File: src/hw/filt_sel_params.svh
// Offsets, field positions, reset values and decode constants for the filter field select block.
`ifndef FILT_SEL_PARAMS_SVH
`define FILT_SEL_PARAMS_SVH
`define REG_CTRL_ADDR 8'h00
`define REG_STAT_ADDR 8'h04
`define CUTOFF_LSB 0
`define CUTOFF_MSB 6
`define DATA_SLIM_LSB 7
`define DATA_SLIM_MSB 9
`define ALT_SLIM_LSB 13
`define ALT_SLIM_MSB 15
`define SWITCH_EN_BIT 12
`define CTRL_RESET 32'h0000_0000
`define CUTOFF_STEPS 128
`define SLIM_NONE 3'h7
`define K_MIN_DATA 5'h0_04
`endif

File: src/hw/filt_sel_pkg.sv
// Types shared by the filter field select block.
package filt_sel_pkg;
	typedef struct packed {
		logic [6:0] cutoff_code;
		logic [2:0] slim_code;
		logic [4:0] k_ratio;
		logic gain_sel_alt;
		logic hold_data;
		logic hold_alt;
	} filt_out_t;
	typedef enum logic [1:0] {
		FIELD_DATA = 2'b01,
		FIELD_ALT = 2'b10
	} field_t;
endpackage : filt_sel_pkg

File: src/hw/filt_field_sel.sv
// Filter field select with classic Wishbone control register.
// Summary of operation
// - Seven-bit cutoff code from control register drives the filter as written.
// - Cutoff code gives at most 128 steps.
// - Data slimming code 111 least peaking, 000 most, monotonic.
// - Data field keeps injection ratio at or above minimum.
// - One control bit, bit 12, enables field bandwidth switching.
// - Field select low means data field, high means servo field.
// - Enabled and servo field selects servo slimming code, ratio may reach zero.
// - Field settings switch by pin alone, no register write.
// - Servo slimming code decodes to same eight peaking levels.
// - Field select always steers gain control between gain pins.
// - Unselected gain pin is held so stored gain is kept.
`include "filt_sel_params.svh"
module filt_field_sel (
	input wire logic i_clk,
	input wire logic i_rst_b,
	input wire logic i_field_select_pin,
	input wire logic i_wb_cyc,
	input wire logic i_wb_stb,
	input wire logic i_wb_we,
	input wire logic [7:0] i_wb_adr,
	input wire logic [3:0] i_wb_sel,
	input wire logic [31:0] i_wb_dat,
	output logic [31:0] o_wb_dat,
	output logic o_wb_ack,
	output logic [6:0] o_cutoff_code,
	output logic [2:0] o_slim_code,
	output logic [2:0] o_peak_idx,
	output logic [4:0] o_k_ratio,
	output logic o_data_gain_ctrl_pin,
	output logic o_alt_field_gain_ctrl_pin,
	output logic o_data_gain_hold,
	output logic o_alt_field_gain_hold
);
	////////////////////////////////////////////////////////////////////////
	// Pin synchroniser.
	logic fs_meta;
	logic fs_sync;
	logic next_fs_meta;
	logic next_fs_sync;
	always_comb begin
		next_fs_meta = i_field_select_pin;
		next_fs_sync = fs_meta;
	end
	always_ff @(posedge i_clk or negedge i_rst_b) begin
		if (!i_rst_b) begin
			fs_meta <= 1'b0;
			fs_sync <= 1'b0;
		end else begin
			fs_meta <= next_fs_meta;
			fs_sync <= next_fs_sync;
		end
	end
	////////////////////////////////////////////////////////////////////////
	// Control register and Wishbone slave.
	logic [31:0] ctrl;
	logic [31:0] next_ctrl;
	logic [31:0] next_rdat;
	logic next_ack;
	logic [31:0] wmask;
	logic hit_ctrl;
	logic hit_stat;
	filt_sel_pkg::field_t field;
	filt_sel_pkg::filt_out_t fo;
	filt_sel_pkg::filt_out_t next_fo;
	always_comb begin
		wmask = {{8{i_wb_sel[3]}}, {8{i_wb_sel[2]}}, {8{i_wb_sel[1]}}, {8{i_wb_sel[0]}}};
		hit_ctrl = (i_wb_adr == `REG_CTRL_ADDR);
		hit_stat = (i_wb_adr == `REG_STAT_ADDR);
		next_ack = i_wb_cyc && i_wb_stb && !o_wb_ack;
		next_ctrl = ctrl;
		if (next_ack && i_wb_we && hit_ctrl) begin
			next_ctrl = (ctrl & ~wmask) | (i_wb_dat & wmask);
		end
		next_rdat = 32'h0000_0000;
		if (next_ack && !i_wb_we) begin
			if (hit_ctrl) begin
				next_rdat = ctrl & 32'h0000_FFFF;
			end else if (hit_stat) begin
				next_rdat = {14'h0000, fo};
			end
		end
	end
	always_ff @(posedge i_clk or negedge i_rst_b) begin
		if (!i_rst_b) begin
			ctrl <= `CTRL_RESET;
			o_wb_ack <= 1'b0;
			o_wb_dat <= 32'h0000_0000;
		end else begin
			ctrl <= next_ctrl;
			o_wb_ack <= next_ack;
			o_wb_dat <= next_rdat;
		end
	end
	////////////////////////////////////////////////////////////////////////
	// Field selection and slimming decode.
	logic alt_active;
	logic [2:0] eff_code;
	logic [2:0] dec_peak;
	logic [4:0] dec_k;
	always_comb begin
		// Pin high is the servo field.
		field = fs_sync ? filt_sel_pkg::FIELD_ALT : filt_sel_pkg::FIELD_DATA;
		alt_active = ctrl[`SWITCH_EN_BIT] && (field == filt_sel_pkg::FIELD_ALT);
		eff_code = alt_active ? ctrl[`ALT_SLIM_MSB:`ALT_SLIM_LSB]
			: ctrl[`DATA_SLIM_MSB:`DATA_SLIM_LSB];
	end
	slim_decode u_dec (
		.i_code(eff_code),
		.i_allow_zero(alt_active),
		.o_peak_idx(dec_peak),
		.o_k_ratio(dec_k)
	);
	always_comb begin
		next_fo.cutoff_code = ctrl[`CUTOFF_MSB:`CUTOFF_LSB];
		next_fo.slim_code = eff_code;
		next_fo.k_ratio = dec_k;
		next_fo.gain_sel_alt = (field == filt_sel_pkg::FIELD_ALT);
		next_fo.hold_data = (field == filt_sel_pkg::FIELD_ALT);
		next_fo.hold_alt = (field == filt_sel_pkg::FIELD_DATA);
	end
	always_ff @(posedge i_clk or negedge i_rst_b) begin
		if (!i_rst_b) begin
			fo <= '{7'h00, 3'h0, 5'h0B, 1'b0, 1'b0, 1'b1};
			o_cutoff_code <= 7'h00;
			o_slim_code <= 3'h0;
			o_peak_idx <= 3'h7;
			o_k_ratio <= 5'h0B;
			o_data_gain_ctrl_pin <= 1'b1;
			o_alt_field_gain_ctrl_pin <= 1'b0;
			o_data_gain_hold <= 1'b0;
			o_alt_field_gain_hold <= 1'b1;
		end else begin
			fo <= next_fo;
			o_cutoff_code <= next_fo.cutoff_code;
			o_slim_code <= next_fo.slim_code;
			o_peak_idx <= dec_peak;
			o_k_ratio <= next_fo.k_ratio;
			o_data_gain_ctrl_pin <= !next_fo.gain_sel_alt;
			o_alt_field_gain_ctrl_pin <= next_fo.gain_sel_alt;
			o_data_gain_hold <= next_fo.hold_data;
			o_alt_field_gain_hold <= next_fo.hold_alt;
		end
	end
	////////////////////////////////////////////////////////////////////////
	// Checks.
	a_data_k_floor: assert property (@(posedge i_clk) disable iff (!i_rst_b)
		(o_data_gain_ctrl_pin |-> o_k_ratio >= `K_MIN_DATA))
		else $error("data field ratio below floor");
	a_gain_one_hot: assert property (@(posedge i_clk) disable iff (!i_rst_b)
		(o_data_gain_ctrl_pin != o_alt_field_gain_ctrl_pin))
		else $error("gain select not exclusive");
	a_hold_pairs: assert property (@(posedge i_clk) disable iff (!i_rst_b)
		(o_data_gain_hold == o_alt_field_gain_ctrl_pin))
		else $error("hold does not match select");
	a_pin_to_gain: assert property (@(posedge i_clk) disable iff (!i_rst_b)
		($rose(fs_sync) |=> o_alt_field_gain_ctrl_pin))
		else $error("servo field not steered");
	a_alt_code: assert property (@(posedge i_clk) disable iff (!i_rst_b)
		(alt_active |=> o_slim_code == $past(ctrl[15:13])))
		else $error("servo code not applied");
	a_data_code: assert property (@(posedge i_clk) disable iff (!i_rst_b)
		(!ctrl[12] |=> o_slim_code == $past(ctrl[9:7])))
		else $error("data code not applied when disabled");
	a_cutoff_pass: assert property (@(posedge i_clk) disable iff (!i_rst_b)
		(1'b1 |=> o_cutoff_code == $past(ctrl[6:0])))
		else $error("cutoff code mismatch");
	a_peak_mono: assert property (@(posedge i_clk) disable iff (!i_rst_b)
		(1'b1 |=> o_peak_idx == 3'h7 - o_slim_code))
		else $error("peaking decode wrong");
	a_switch_pin: assert property (@(posedge i_clk) disable iff (!i_rst_b)
		(ctrl[12] && $changed(fs_sync) && $stable(ctrl)
		|=> $changed(o_slim_code) || ctrl[15:13] == ctrl[9:7]))
		else $error("pin change did not switch code");
	a_ack_pulse: assert property (@(posedge i_clk) disable iff (!i_rst_b)
		(o_wb_ack |=> !o_wb_ack))
		else $error("ack longer than one cycle");
	a_ack_follows: assert property (@(posedge i_clk) disable iff (!i_rst_b)
		((i_wb_cyc && i_wb_stb && !o_wb_ack) |=> o_wb_ack))
		else $error("request not acknowledged");
	a_write_lands: assert property (@(posedge i_clk) disable iff (!i_rst_b)
		((i_wb_cyc && i_wb_stb && i_wb_we && !o_wb_ack && i_wb_sel == 4'hF
		&& i_wb_adr == `REG_CTRL_ADDR) |=> ctrl == $past(i_wb_dat)))
		else $error("control write lost");
	a_alt_k_zero: assert property (@(posedge i_clk) disable iff (!i_rst_b)
		(alt_active |=> o_k_ratio == {2'h0, o_peak_idx}))
		else $error("servo ratio not unfloored");
	a_data_k_step: assert property (@(posedge i_clk) disable iff (!i_rst_b)
		(!alt_active |=> o_k_ratio == 5'(`K_MIN_DATA + {2'h0, o_peak_idx})))
		else $error("data ratio not above floor");
	a_servo_peak: assert property (@(posedge i_clk) disable iff (!i_rst_b)
		(alt_active |=> o_peak_idx == 3'h7 - $past(ctrl[`ALT_SLIM_MSB:`ALT_SLIM_LSB])))
		else $error("servo peaking decode wrong");
	a_hold_data_off: assert property (@(posedge i_clk) disable iff (!i_rst_b)
		(o_data_gain_ctrl_pin |-> !o_data_gain_hold))
		else $error("selected data gain held");
	a_hold_alt_off: assert property (@(posedge i_clk) disable iff (!i_rst_b)
		(o_alt_field_gain_ctrl_pin |-> !o_alt_field_gain_hold))
		else $error("selected servo gain held");
	a_gain_follows: assert property (@(posedge i_clk) disable iff (!i_rst_b)
		(1'b1 |=> o_alt_field_gain_ctrl_pin == $past(fs_sync)))
		else $error("gain select not following pin");
	a_fall_to_data: assert property (@(posedge i_clk) disable iff (!i_rst_b)
		($fell(fs_sync) |=> o_data_gain_ctrl_pin))
		else $error("data field not steered");
	a_pin_low_data: assert property (@(posedge i_clk) disable iff (!i_rst_b)
		(!fs_sync |=> o_slim_code == $past(ctrl[`DATA_SLIM_MSB:`DATA_SLIM_LSB])))
		else $error("data field code not applied");
	a_stat_read: assert property (@(posedge i_clk) disable iff (!i_rst_b)
		((i_wb_cyc && i_wb_stb && !i_wb_we && !o_wb_ack && i_wb_adr == `REG_STAT_ADDR)
		|=> o_wb_dat == {14'h0000, $past(fo)}))
		else $error("status read wrong");
endmodule : filt_field_sel

File: src/hw/slim_decode.sv
// Slimming code to peaking index and injection ratio decode.
`include "filt_sel_params.svh"
module slim_decode (
	input wire logic [2:0] i_code,
	input wire logic i_allow_zero,
	output logic [2:0] o_peak_idx,
	output logic [4:0] o_k_ratio
);
	always_comb begin
		o_peak_idx = 3'h7 - i_code;
		if (i_allow_zero) begin
			o_k_ratio = {2'h0, o_peak_idx};
		end else begin
			o_k_ratio = 5'(`K_MIN_DATA + {2'h0, o_peak_idx});
		end
	end
endmodule : slim_decode

File: config.mk
export PLATFORM = sky130hd
export DESIGN_NAME = filt_field_sel
export DESIGN_NICKNAME = d
export VERILOG_FILES = /design/src/hw/filt_sel_pkg.sv /design/src/hw/filt_field_sel.sv /design/src/hw/slim_decode.sv
export VERILOG_INCLUDE_DIRS = /design/src /design/src/hw
export SDC_FILE = /design/constraint.sdc
export NUM_CORES = 1
export LEC_CHECK = 0
export ABC_AREA = 1
export BUFFER_PORTS_ARGS = -buffer_cell sky130_fd_sc_hd__buf_2
export CORE_UTILIZATION = 49
export CTS_CLUSTER_DIAMETER = 200
export CTS_CLUSTER_SIZE = 14
export DETAILED_ROUTE_END_ITERATION = 12
export PLACE_DENSITY = 0.94
export SYNTH_ARGS = -nofsm -noshare
export SYNTH_HDL_FRONTEND = slang
export SYNTH_SLANG_ARGS = --single-unit
File: constraint.sdc
create_clock -name i_clk -period 3.52 [get_ports i_clk]
set_input_delay 0.704 -clock i_clk [delete_from_list [all_inputs] [get_ports i_clk]]
set_output_delay 0.704 -clock i_clk [all_outputs]
set_load 0.01 [all_outputs]
== Yosys cells after proc, flatten, opt, wreduce, memory -nomap -nowiden ==
Index checks and enable logic that the tools add are counted.

* Register bits after elaboration: 88
* Bits of input ports: 50
* Output and inout port bits: 55
* Logic and storage cells: 37

* Add/subtract/negate cells: 2
* Eq/ne operators: 3
* Muxes and demuxes: 6
* Bitwise logic cells: 4
* Reduce and logical (&&, ||, !) cells: 10

{| class="wikitable"
|+ Operator list
! operator !! count
|-
| $and A32 B32 Y32 || 2
|-
| $mux W32 || 2
|-
| $not A32 Y32 || 1
|-
| $or A32 B32 Y32 || 1
|-
| $mux W18 || 1
|-
| $eq A8 B3 Y1 const B || 1
|-
| $logic_not A8 Y1 || 1
|-
| $logic_and A1 B1 Y1 || 6
|-
| $mux W5 || 1
|-
| $add A3 B3 Y4 const A || 1
|-
| $logic_not A1 Y1 || 3
|-
| $mux W3 || 1
|-
| $sub A3 B3 Y3 const A || 1
|-
| $eq A2 B1 Y1 const B || 1
|-
| $eq A2 B2 Y1 const B || 1
|-
| $mux W2 || 1
|}

== Longest topological paths before layout ==
Gate-level depths: netlist of the first run.

* Depth in word-level cells: 7
* Depth in mapped cells: 7
* Depth with buffers taken out: 7

== Hierarchy ==
A second synthesis of the first run with hierarchy kept.

* Cell total of the unflattened synthesis: 236
* Area, all modules: 2314.7 µm²

{| class="wikitable"
|+ Modules (own cells, without submodules)
! module !! times used !! cells an instance !! area an instance (µm²)
|-
| filt_field_sel || 1 || 227 || 2260.9
|-
| slim_decode || 1 || 9 || 53.8
|}

== Worst setup path before layout of the first run ==
Ideal clock, no wire load.

* Path kind: input-to-reg
* Start point: in i_wb_stb
* End point: reg (tool-made name)
* Arrival: 1.409 ns
* Slack: 1.993 ns
* Stages: 7
* Cell sequence: inv_1 nor2_1 nand2_1 nor2_4 nand3_1 nand2_1 nand2_1

{| class="wikitable"
|+ RTL lines
! item !! line !! text
|-
| start, declared || filt_field_sel.sv:20 || <nowiki>input wire logic i_wb_stb,</nowiki>
|}

==> impl_results.md, run 1 <==
- Status: finished clean
- Total GRT Usage: 0.193
- Setup TNS: 0 ps
- CTS Hold Bufs: 0
- FF/Latch Area: 1360 um^2
- Crit path max fanout: 19
- Most frequent cells in the layout: buf_2, nand2_1, dfrtp_1
- Clock H-tree levels: 2
- Resized Gates After CTS: 0
- Largest net degree at the start of global routing: 55
- Drt total wl: 4350 um
- Via count: 1,660
- Hold wc startpoint: fs_meta
- Detailed Routing Iterations Pass 1: 4
- Leading area contributor after synthesis: dfrtp_1
- Most common cell after layout, fill and taps aside: buf_2
- Unrepaired setup endpoints after global routing: no
- Chip Width: 69.2 um
- Seq/Total Area, Yosys: 0.613
- Clk slew on worst S/H paths: 90 ps
- RePlAce Congestion: 0.773
- Slowest-stage cell, CP: nor2_4
- Startpoint Class: input pin
- Vias in the first global route: 1,623
- Slew Viols, Final: 0
- Clk buf depth: 2
- DP Wirelength: 3190 um
- P_leak: 0.00145 uW
- Critical path data arrival time: 1990 ps
- Cell mode on critical path: nand2_1
- P_int: 804 uW
- Antenna violations before repair: 0
- Multi-input logic area: 639 um^2
- Clock power share: 0.331
- Share of the synthesized area in the top cell type: 0.554
- Distinct cell type count after synthesis: 18
- Sw Pwr: 232 uW
- Dpl cells: 339
- Setup CP Type: input pin to register
- Drt wl/cell: 12.5 um
- Clk_lat worst skew: 300 ps
- TritonCTS Buffers: 5
- FILL cells: 382
- CP Cell Sequence: buf_2, nor2_1, nand2_2, nor2_4, nand3_1, nand2_1, nand2_1
- Synth-to-layout area growth: 16.7%
- Row count: 24
- MaxCap Viol Count: 0
- Crit. Startpoint: i_wb_adr[7]
- Headroom to the max-slew limit: 0.250
- Min-Delay Path Class: register to register
- Syn. warnings: 0
- Starting density of the core: 0.509
- Tmin final: 1800 ps
- Worst Tran Pin Value: 1120 ps
- # port buffers: 71
- DRT iter0 DRCs: 141
- Average size of a mapped cell: 9.71 um^2
- ANT cells: 0
- Maximum VDD drop: 0.000141 V
- Drt drc: 0
- Vias/cell: 4.78
- Post-Synthesis Cells: 228
- Setup Viol. Count Final: 0
- Worst Hold Slack: 361 ps
- Fmax: 0.556 GHz
- FF+latch count, synth: 54
- Final cycle utilization of the critical path: 0.511
- Largest cells by area after synthesis: dfrtp_1, nand2_1, buf_4
- Switching fraction of total power: 0.224
- Die H: 69.2 um
- Max incr delay on CP: 400 ps
- Power, Total: 1040 uW
- Clock skew: 4.54 ps
- Combinational power share: 0.060
- Top-level port count: 105
- Reg2reg start: o_wb_ack
- Worst setup margin: 1720 ps
- Final Hold Fails: 0
- Share of cells above drive strength 1: 0.308
- Gr ovfl total: 0
- CTS tree: done
- Flop pwr share: 0.609
- Final nets: 344
- Syn Std Cell Area: 2210 um^2
- Crit end category: register
- Root Buffer: clkbuf_8
- Power Dens Cells: 401 nW/um^2
- Final Non-Filler Cells: 347
- Worst slack, placed: 1410 ps
- CP required: 3710 ps
- Die area: 4790 um^2
- Buffer count from post-CTS setup fixing: 0
- First-pass GRT wire length: 7160 um
- Area of the core: 4350 um^2
- Clock sinks: 54
- ANT nets after route: 0
kinds of logic (layout without fill, tap and decap cells):
kind of cell,after synthesis,in the layout,share of synthesized area
AO/OA/AOI/OAI,17,17,0.0384
buffers and inverters,44,97,0.122
flip-flops,54,54,0.613
other,1,15,0.00169
AND/OR/NAND/NOR,112,112,0.225
worst paths after layout:
check / slack, ps / cells past startpoint / endpoint
setup / recovery: 1720 / 7 / register
hold / removal: 360 / 0 / fs_sync
setup reg to reg: 1940 / 6 / register
hold reg to reg: 360 / 0 / fs_sync
max in group asynchronous: 2220 / 1 / asynchronous set/reset pin
min in group asynchronous: 610 / 1 / fs_meta
area by class of cell:
class                   count  share of cell area
well taps                  52              0.0252
multi-input cells         144               0.247
repair buffers             72               0.140
clock buffers               6              0.0320
inverters                  17              0.0247
clock inverters             2             0.00484
flip-flops and latches     54               0.525
critical path, delay by kind of cell:
kind	cells	cell delay, ps
and+or+nand+nor	6	1190
buffers and inverters	1	100
routing by layer:
| metal | track usage | routed length [um] | vias to the layer above | part of all wire |
|---|---|---|---|---|
| li1 | - | - | 817 | - |
| met1 | 0.244 | 1810 | 756 | 0.42 |
| met2 | 0.317 | 2190 | 78 | 0.50 |
| met3 | 0.0334 | 253 | 9 | 0.058 |
| met4 | 0.102 | 96 | 0 | 0.022 |
| met5 | 0 | 0 | - | 0 |
per-stage QoR:
stage	utilization	area, um^2
2_1_floorplan	-	2270
3_3_place_gp	0.572	2490
3_5_place_dp	0.572	2490
4_1_cts	0.593	2580
5_1_grt	0.593	2580
6_report	0.593	2580
power by group through the flow:
stage | Sequential, uW | Clock (uW) | Combinational, uW
2_1_floorplan | 643 | 0 | 39.5
3_3_place_gp | 642 | 0 | 59.6
3_5_place_dp | 642 | 0 | 62.5
4_1_cts | 630 | 352 | 62.7
5_1_grt | 631 | 373 | 70.2
6_report | 630 | 343 | 62.3
cell usage after synthesis (all sizes together):
cell	number
dfrtp	49
conb	1
or2	1
dfstp	5
nor2	18
inv	17
buf	27
a21oi	14
nand4	16
nand2	71
nand3	5
o21ai	3
nor3	1
(Power assumes the default switching activity.)
==> run 2, diff against run 1 <==
Settings changed: CORE_UTILIZATION 49 to 46, PLACE_DENSITY 0.94 to 0.89.
Clock period 3.52 ns to 1.8 ns, I/O delays scaled along.
==> impl_results.md, run 2 (synthesis results as in run 1) <==
- Status: complete, but fails checks
- Failing checks: DRC
- Dpl cells: 342
- Fmax: 0.695 GHz
- Critical path data arrival time: 1640 ps
- Drt total wl: 4230 um
- Vias in the first global route: 1,495
- ANT cells: 0
- Most frequent cells in the layout: buf_2, nand2_1, dfrtp_1
- Drt wl/cell: 12.1 um
- Max incr delay on CP: 380 ps
- Area of the core: 4500 um^2
- Die H: 71.4 um
- First-pass GRT wire length: 6950 um
- Share of cells above drive strength 1: 0.311
- Crit path max fanout: 8
- Startpoint Class: register
- P_leak: 0.00148 uW
- Total GRT Usage: 0.183
- Clk_lat worst skew: 310 ps
- Cell mode on critical path: nand2_1
- Resized Gates After CTS: 0
- Final Non-Filler Cells: 351
- Detailed Routing Iterations Pass 1: 11
- Clock sinks: 54
- Clk buf depth: 2
- CTS tree: done
- FILL cells: 373
- Final Hold Fails: 0
- Slew Viols, Final: 0
- Most common cell after layout, fill and taps aside: buf_2
- FF/Latch Area: 1360 um^2
- Slowest-stage cell, CP: dfrtp_1
- Clock H-tree levels: 2
- Clock skew: 4.69 ps
- Row count: 24
- TritonCTS Buffers: 5
- Synth-to-layout area growth: 18.5%
- Crit. Startpoint: o_wb_ack
- DP Area: 2520 um^2
- Gr ovfl total: 0
- Antenna violations before repair: 0
- Multi-input logic area: 639 um^2
- Die area: 5100 um^2
- CP required: 2000 ps
- Finished Cell Area: 2630 um^2
- Via count: 1,648
- Setup TNS: 0 ps
- # port buffers: 71
- Vias/cell: 4.70
- Unrepaired setup endpoints after global routing: no
- RePlAce Congestion: 0.758
- R2R depth: 6
- Power Dens Cells: 772 nW/um^2
- Top-level port count: 105
- Tmin final: 1440 ps
- Drt drc: 5
- DRT iter0 DRCs: 90
- Root Buffer: clkbuf_8
- Largest net degree at the start of global routing: 50
- Starting density of the core: 0.492
- MaxCap Viol Count: 0
- Worst Hold Slack: 154 ps
- Reg2reg start: o_wb_ack
- CP Cell Sequence: nor2_1, nand2_1, nor2_4, nand3_1, nand2_1, nand2_1
- Setup Viol. Count Final: 0
- Crit end category: register
- ANT nets after route: 0
- Final cycle utilization of the critical path: 0.800
- Clk slew on worst S/H paths: 90 ps
- Setup CP Type: register to register
- Final nets: 348
- Chip Width: 71.4 um
- Maximum VDD drop: 0.000373 V
- DP Wirelength: 3080 um
- Min-Delay Path Class: input pin to register
- Reg2reg setup slack: 360 ps
[run 2: changes by cell type in the layout (fill, tap and decap cells not counted)]
cell           change
buf_12             +1
buf_4              +2
clkbuf_1           +1
clkinvlp_4         -1
dlygate4sd3_1      +1
[run 2: how the worst min path moves through the flow]
stage	from	end	slack, ps	cells past startpoint
6_report	i_field_select_pin	fs_meta	150	1
5_1_grt	i_field_select_pin	fs_meta	150	1
4_1_cts	i_field_select_pin	fs_meta	150	1
3_5_place_dp	i_rst_b	fs_meta	200	1
3_3_place_gp	i_rst_b	fs_meta	190	1
2_1_floorplan	i_rst_b	asynchronous set/reset pin	60	0
[run 2: repair_timing]
| item | 4_1_cts | 5_1_grt |
|---|---|---|
| buffers inserted | 0 | 0 |
| endpoints found under the hold margin | 5 | 0 |
| hold buffers | 1 | 0 |
[run 2: power breakdown]
group          switching [uW]  total, uW  internal [uW]
Sequential               6.84       1230           1220
Combinational            84.3        129           44.2
Clock                     356        667            310
[run 2: cell type report]
cell class	count	share of cell area
Tap cell	52	0.0248
Clock buffer	7	0.0329
Inverter	17	0.0243
Multi-Input combinational cell	144	0.244
Sequential cell	54	0.517
Timing Repair Buffer	76	0.155
Clock inverter	1	0.00191
[run 2: worst max-delay path: cells and delay by family (launching register included)]
kind / cells / cell delay, ps
and+or+nand+nor: 6 / 960
DFF: 1 / 380
[run 2: stage by stage]
stage	power (uW)	utilization	setup slack (ps)
final	2030	0.583	361
after global routing	2110	0.583	223
after CTS	2040	0.583	358
after detailed placement	1380	0.560	263
after global placement	1380	0.560	325
after floorplan	1340	-	571
[run 2: metal layers]
metal,global-route usage,share of wire,up-vias
met2,0.293,0.48,66
met1,0.236,0.44,748
met4,0.0800,0.018,0
li1,-,-,828
met3,0.0478,0.068,6
met5,0,0,-
==> run 3, diff against run 2 <==
Settings changed: CORE_UTILIZATION 46 to 41, PLACE_DENSITY 0.89 to 0.85.
Clock period 1.8 ns to 1.2 ns, I/O delays scaled along.
==> impl_results.md, run 3 (synthesis results as in run 1) <==
- Power Dens Cells: 1080 nW/um^2
- Vias/cell: 4.58
- Drt wl/cell: 12.1 um
- Critical path data arrival time: 1480 ps
- CP required: 1450 ps
- Most frequent cells in the layout: nand2_1, buf_2, dfrtp_1
- Clk_lat worst skew: 310 ps
- Worst slack, placed: -232 ps
- Worst setup margin: -31.8 ps
- Crit. path cell count: 6
- Unrepaired setup endpoints after global routing: yes
- Synth-to-layout area growth: 27.7%
- Total GRT Usage: 0.173
- Setup CP Type: register to register
- DRT iter0 DRCs: 72
- Core Util, Final: 0.550
- Startpoint Class: register
- Drt total wl: 4580 um
- Antenna violations before repair: 0
- Final cycle utilization of the critical path: 1.03
- Slowest-stage cell, CP: dfrtp_1
- MaxCap Viol Count: 0
- Detailed Routing Iterations Pass 1: 4
- Clock H-tree levels: 2
- Via count: 1,730
- Slew Viols, Final: 0
- Chip Width: 75.5 um
- Vias in the first global route: 1,568
- TritonCTS Buffers: 5
- Crit end category: register
- Min-Delay Path Class: input pin to register
- Die area: 5700 um^2
- Share of cells above drive strength 1: 0.367
- Area of the core: 5140 um^2
- ANT cells: 0
- Max incr delay on CP: 400 ps
- First-pass GRT wire length: 7160 um
- Root Buffer: clkbuf_8
- Status: complete, but fails checks
- R2R depth: 6
- Clk slew on worst S/H paths: 100 ps
- Die H: 75.5 um
- DP Wirelength: 3310 um
- CTS tree: done
- ANT nets after route: 0
- P_leak: 0.00155 uW
- Drt drc: 0
- Row count: 26
- Failing checks: setup timing
- Most common cell after layout, fill and taps aside: nand2_1
- CP bufs+invs: 1
- Top-level port count: 105
- Final nets: 357
- Family with the most delay on the worst path: simple AND/OR/NAND/NOR gates
- Starting density of the core: 0.431
- Crit path max fanout: 8
- Hold Path Depth: 1
- # port buffers: 71
- CP Cell Sequence: nor2_2, nand2_2, nor2_4, buf_6, nand4_1, nand2_1
- Clock skew: 11.9 ps
- Clock sinks: 54
- Gr ovfl total: 0
- Maximum VDD drop: 0.000467 V
- RePlAce Congestion: 0.807
- Tmin final: 1230 ps
- Largest net degree at the start of global routing: 55
- Final Hold Fails: 0
- Setup Viol. Count Final: 15
- Fmax: 0.812 GHz
- Clk buf depth: 2
run 3: worst register-to-register path, stage by stage, from the launching register on:
cell     delay (ps)
dfrtp_1         400
nor2_2           90
nand2_2          90
nor2_4          220
buf_6           170
nand4_1         110
nand2_1          90
run 3: final timing paths:
path                                         start          end  slack [ps]
worst max-delay path                      o_wb_ack     register         -30
worst min-delay path            i_field_select_pin      fs_meta          30
worst max register to register            o_wb_ack     register         -30
worst min register to register             fs_meta      fs_sync         380
max in group asynchronous                  i_rst_b        fo[6]         470
min in group asynchronous                  i_rst_b  o_wb_dat[2]         440
run 3: final cells by class:
type	count	area (um^2)
fill	457	2310
sequential	54	1360
multi-input combinational	144	684
timing repair buffer	85	546
tap	70	87.6
clock buffer	6	72.6
inverter	17	66.3
clock inverter	2	13.8
run 3: through the flow:
stage / cells / instance area (um^2) / hold slack (ps) / power, uW / TNS [ps]
3_3_place_gp: 366 / 2600 / 245 / 2070 / -2880
5_1_grt: 378 / 2830 / 32.2 / 3180 / -1720
3_5_place_dp: 366 / 2600 / 257 / 2080 / -4510
6_report: 378 / 2830 / 28.8 / 3070 / -271
4_1_cts: 378 / 2800 / 25.7 / 3070 / -641
2_1_floorplan: 242 / 2270 / -55.6 / 2000 / -471
run 3: power breakdown:
part	switching (uW)	internal [uW]
combinational	138	84.9
clock	575	417
sequential	12.6	1840
run 3: per-layer routing:
| metal | global-route usage | wire, um | vias to the layer above |
|---|---|---|---|
| met5 | 0 | 0 | - |
| met3 | 0.0489 | 315 | 6 |
| met4 | 0.0741 | 74 | 0 |
| met1 | 0.215 | 1890 | 817 |
| met2 | 0.285 | 2310 | 63 |
| li1 | - | - | 844 |
run 3: repair_timing:
item | CTS | global route
cloned | 1 | 0
gates resized for setup | 16 | 9
buffers inserted | 2 | 0
pin swaps | 12 | 8
hold endpoints to repair | 49 | 0
hold buffers | 1 | 0
endpoints found under the setup margin | 39 | 41
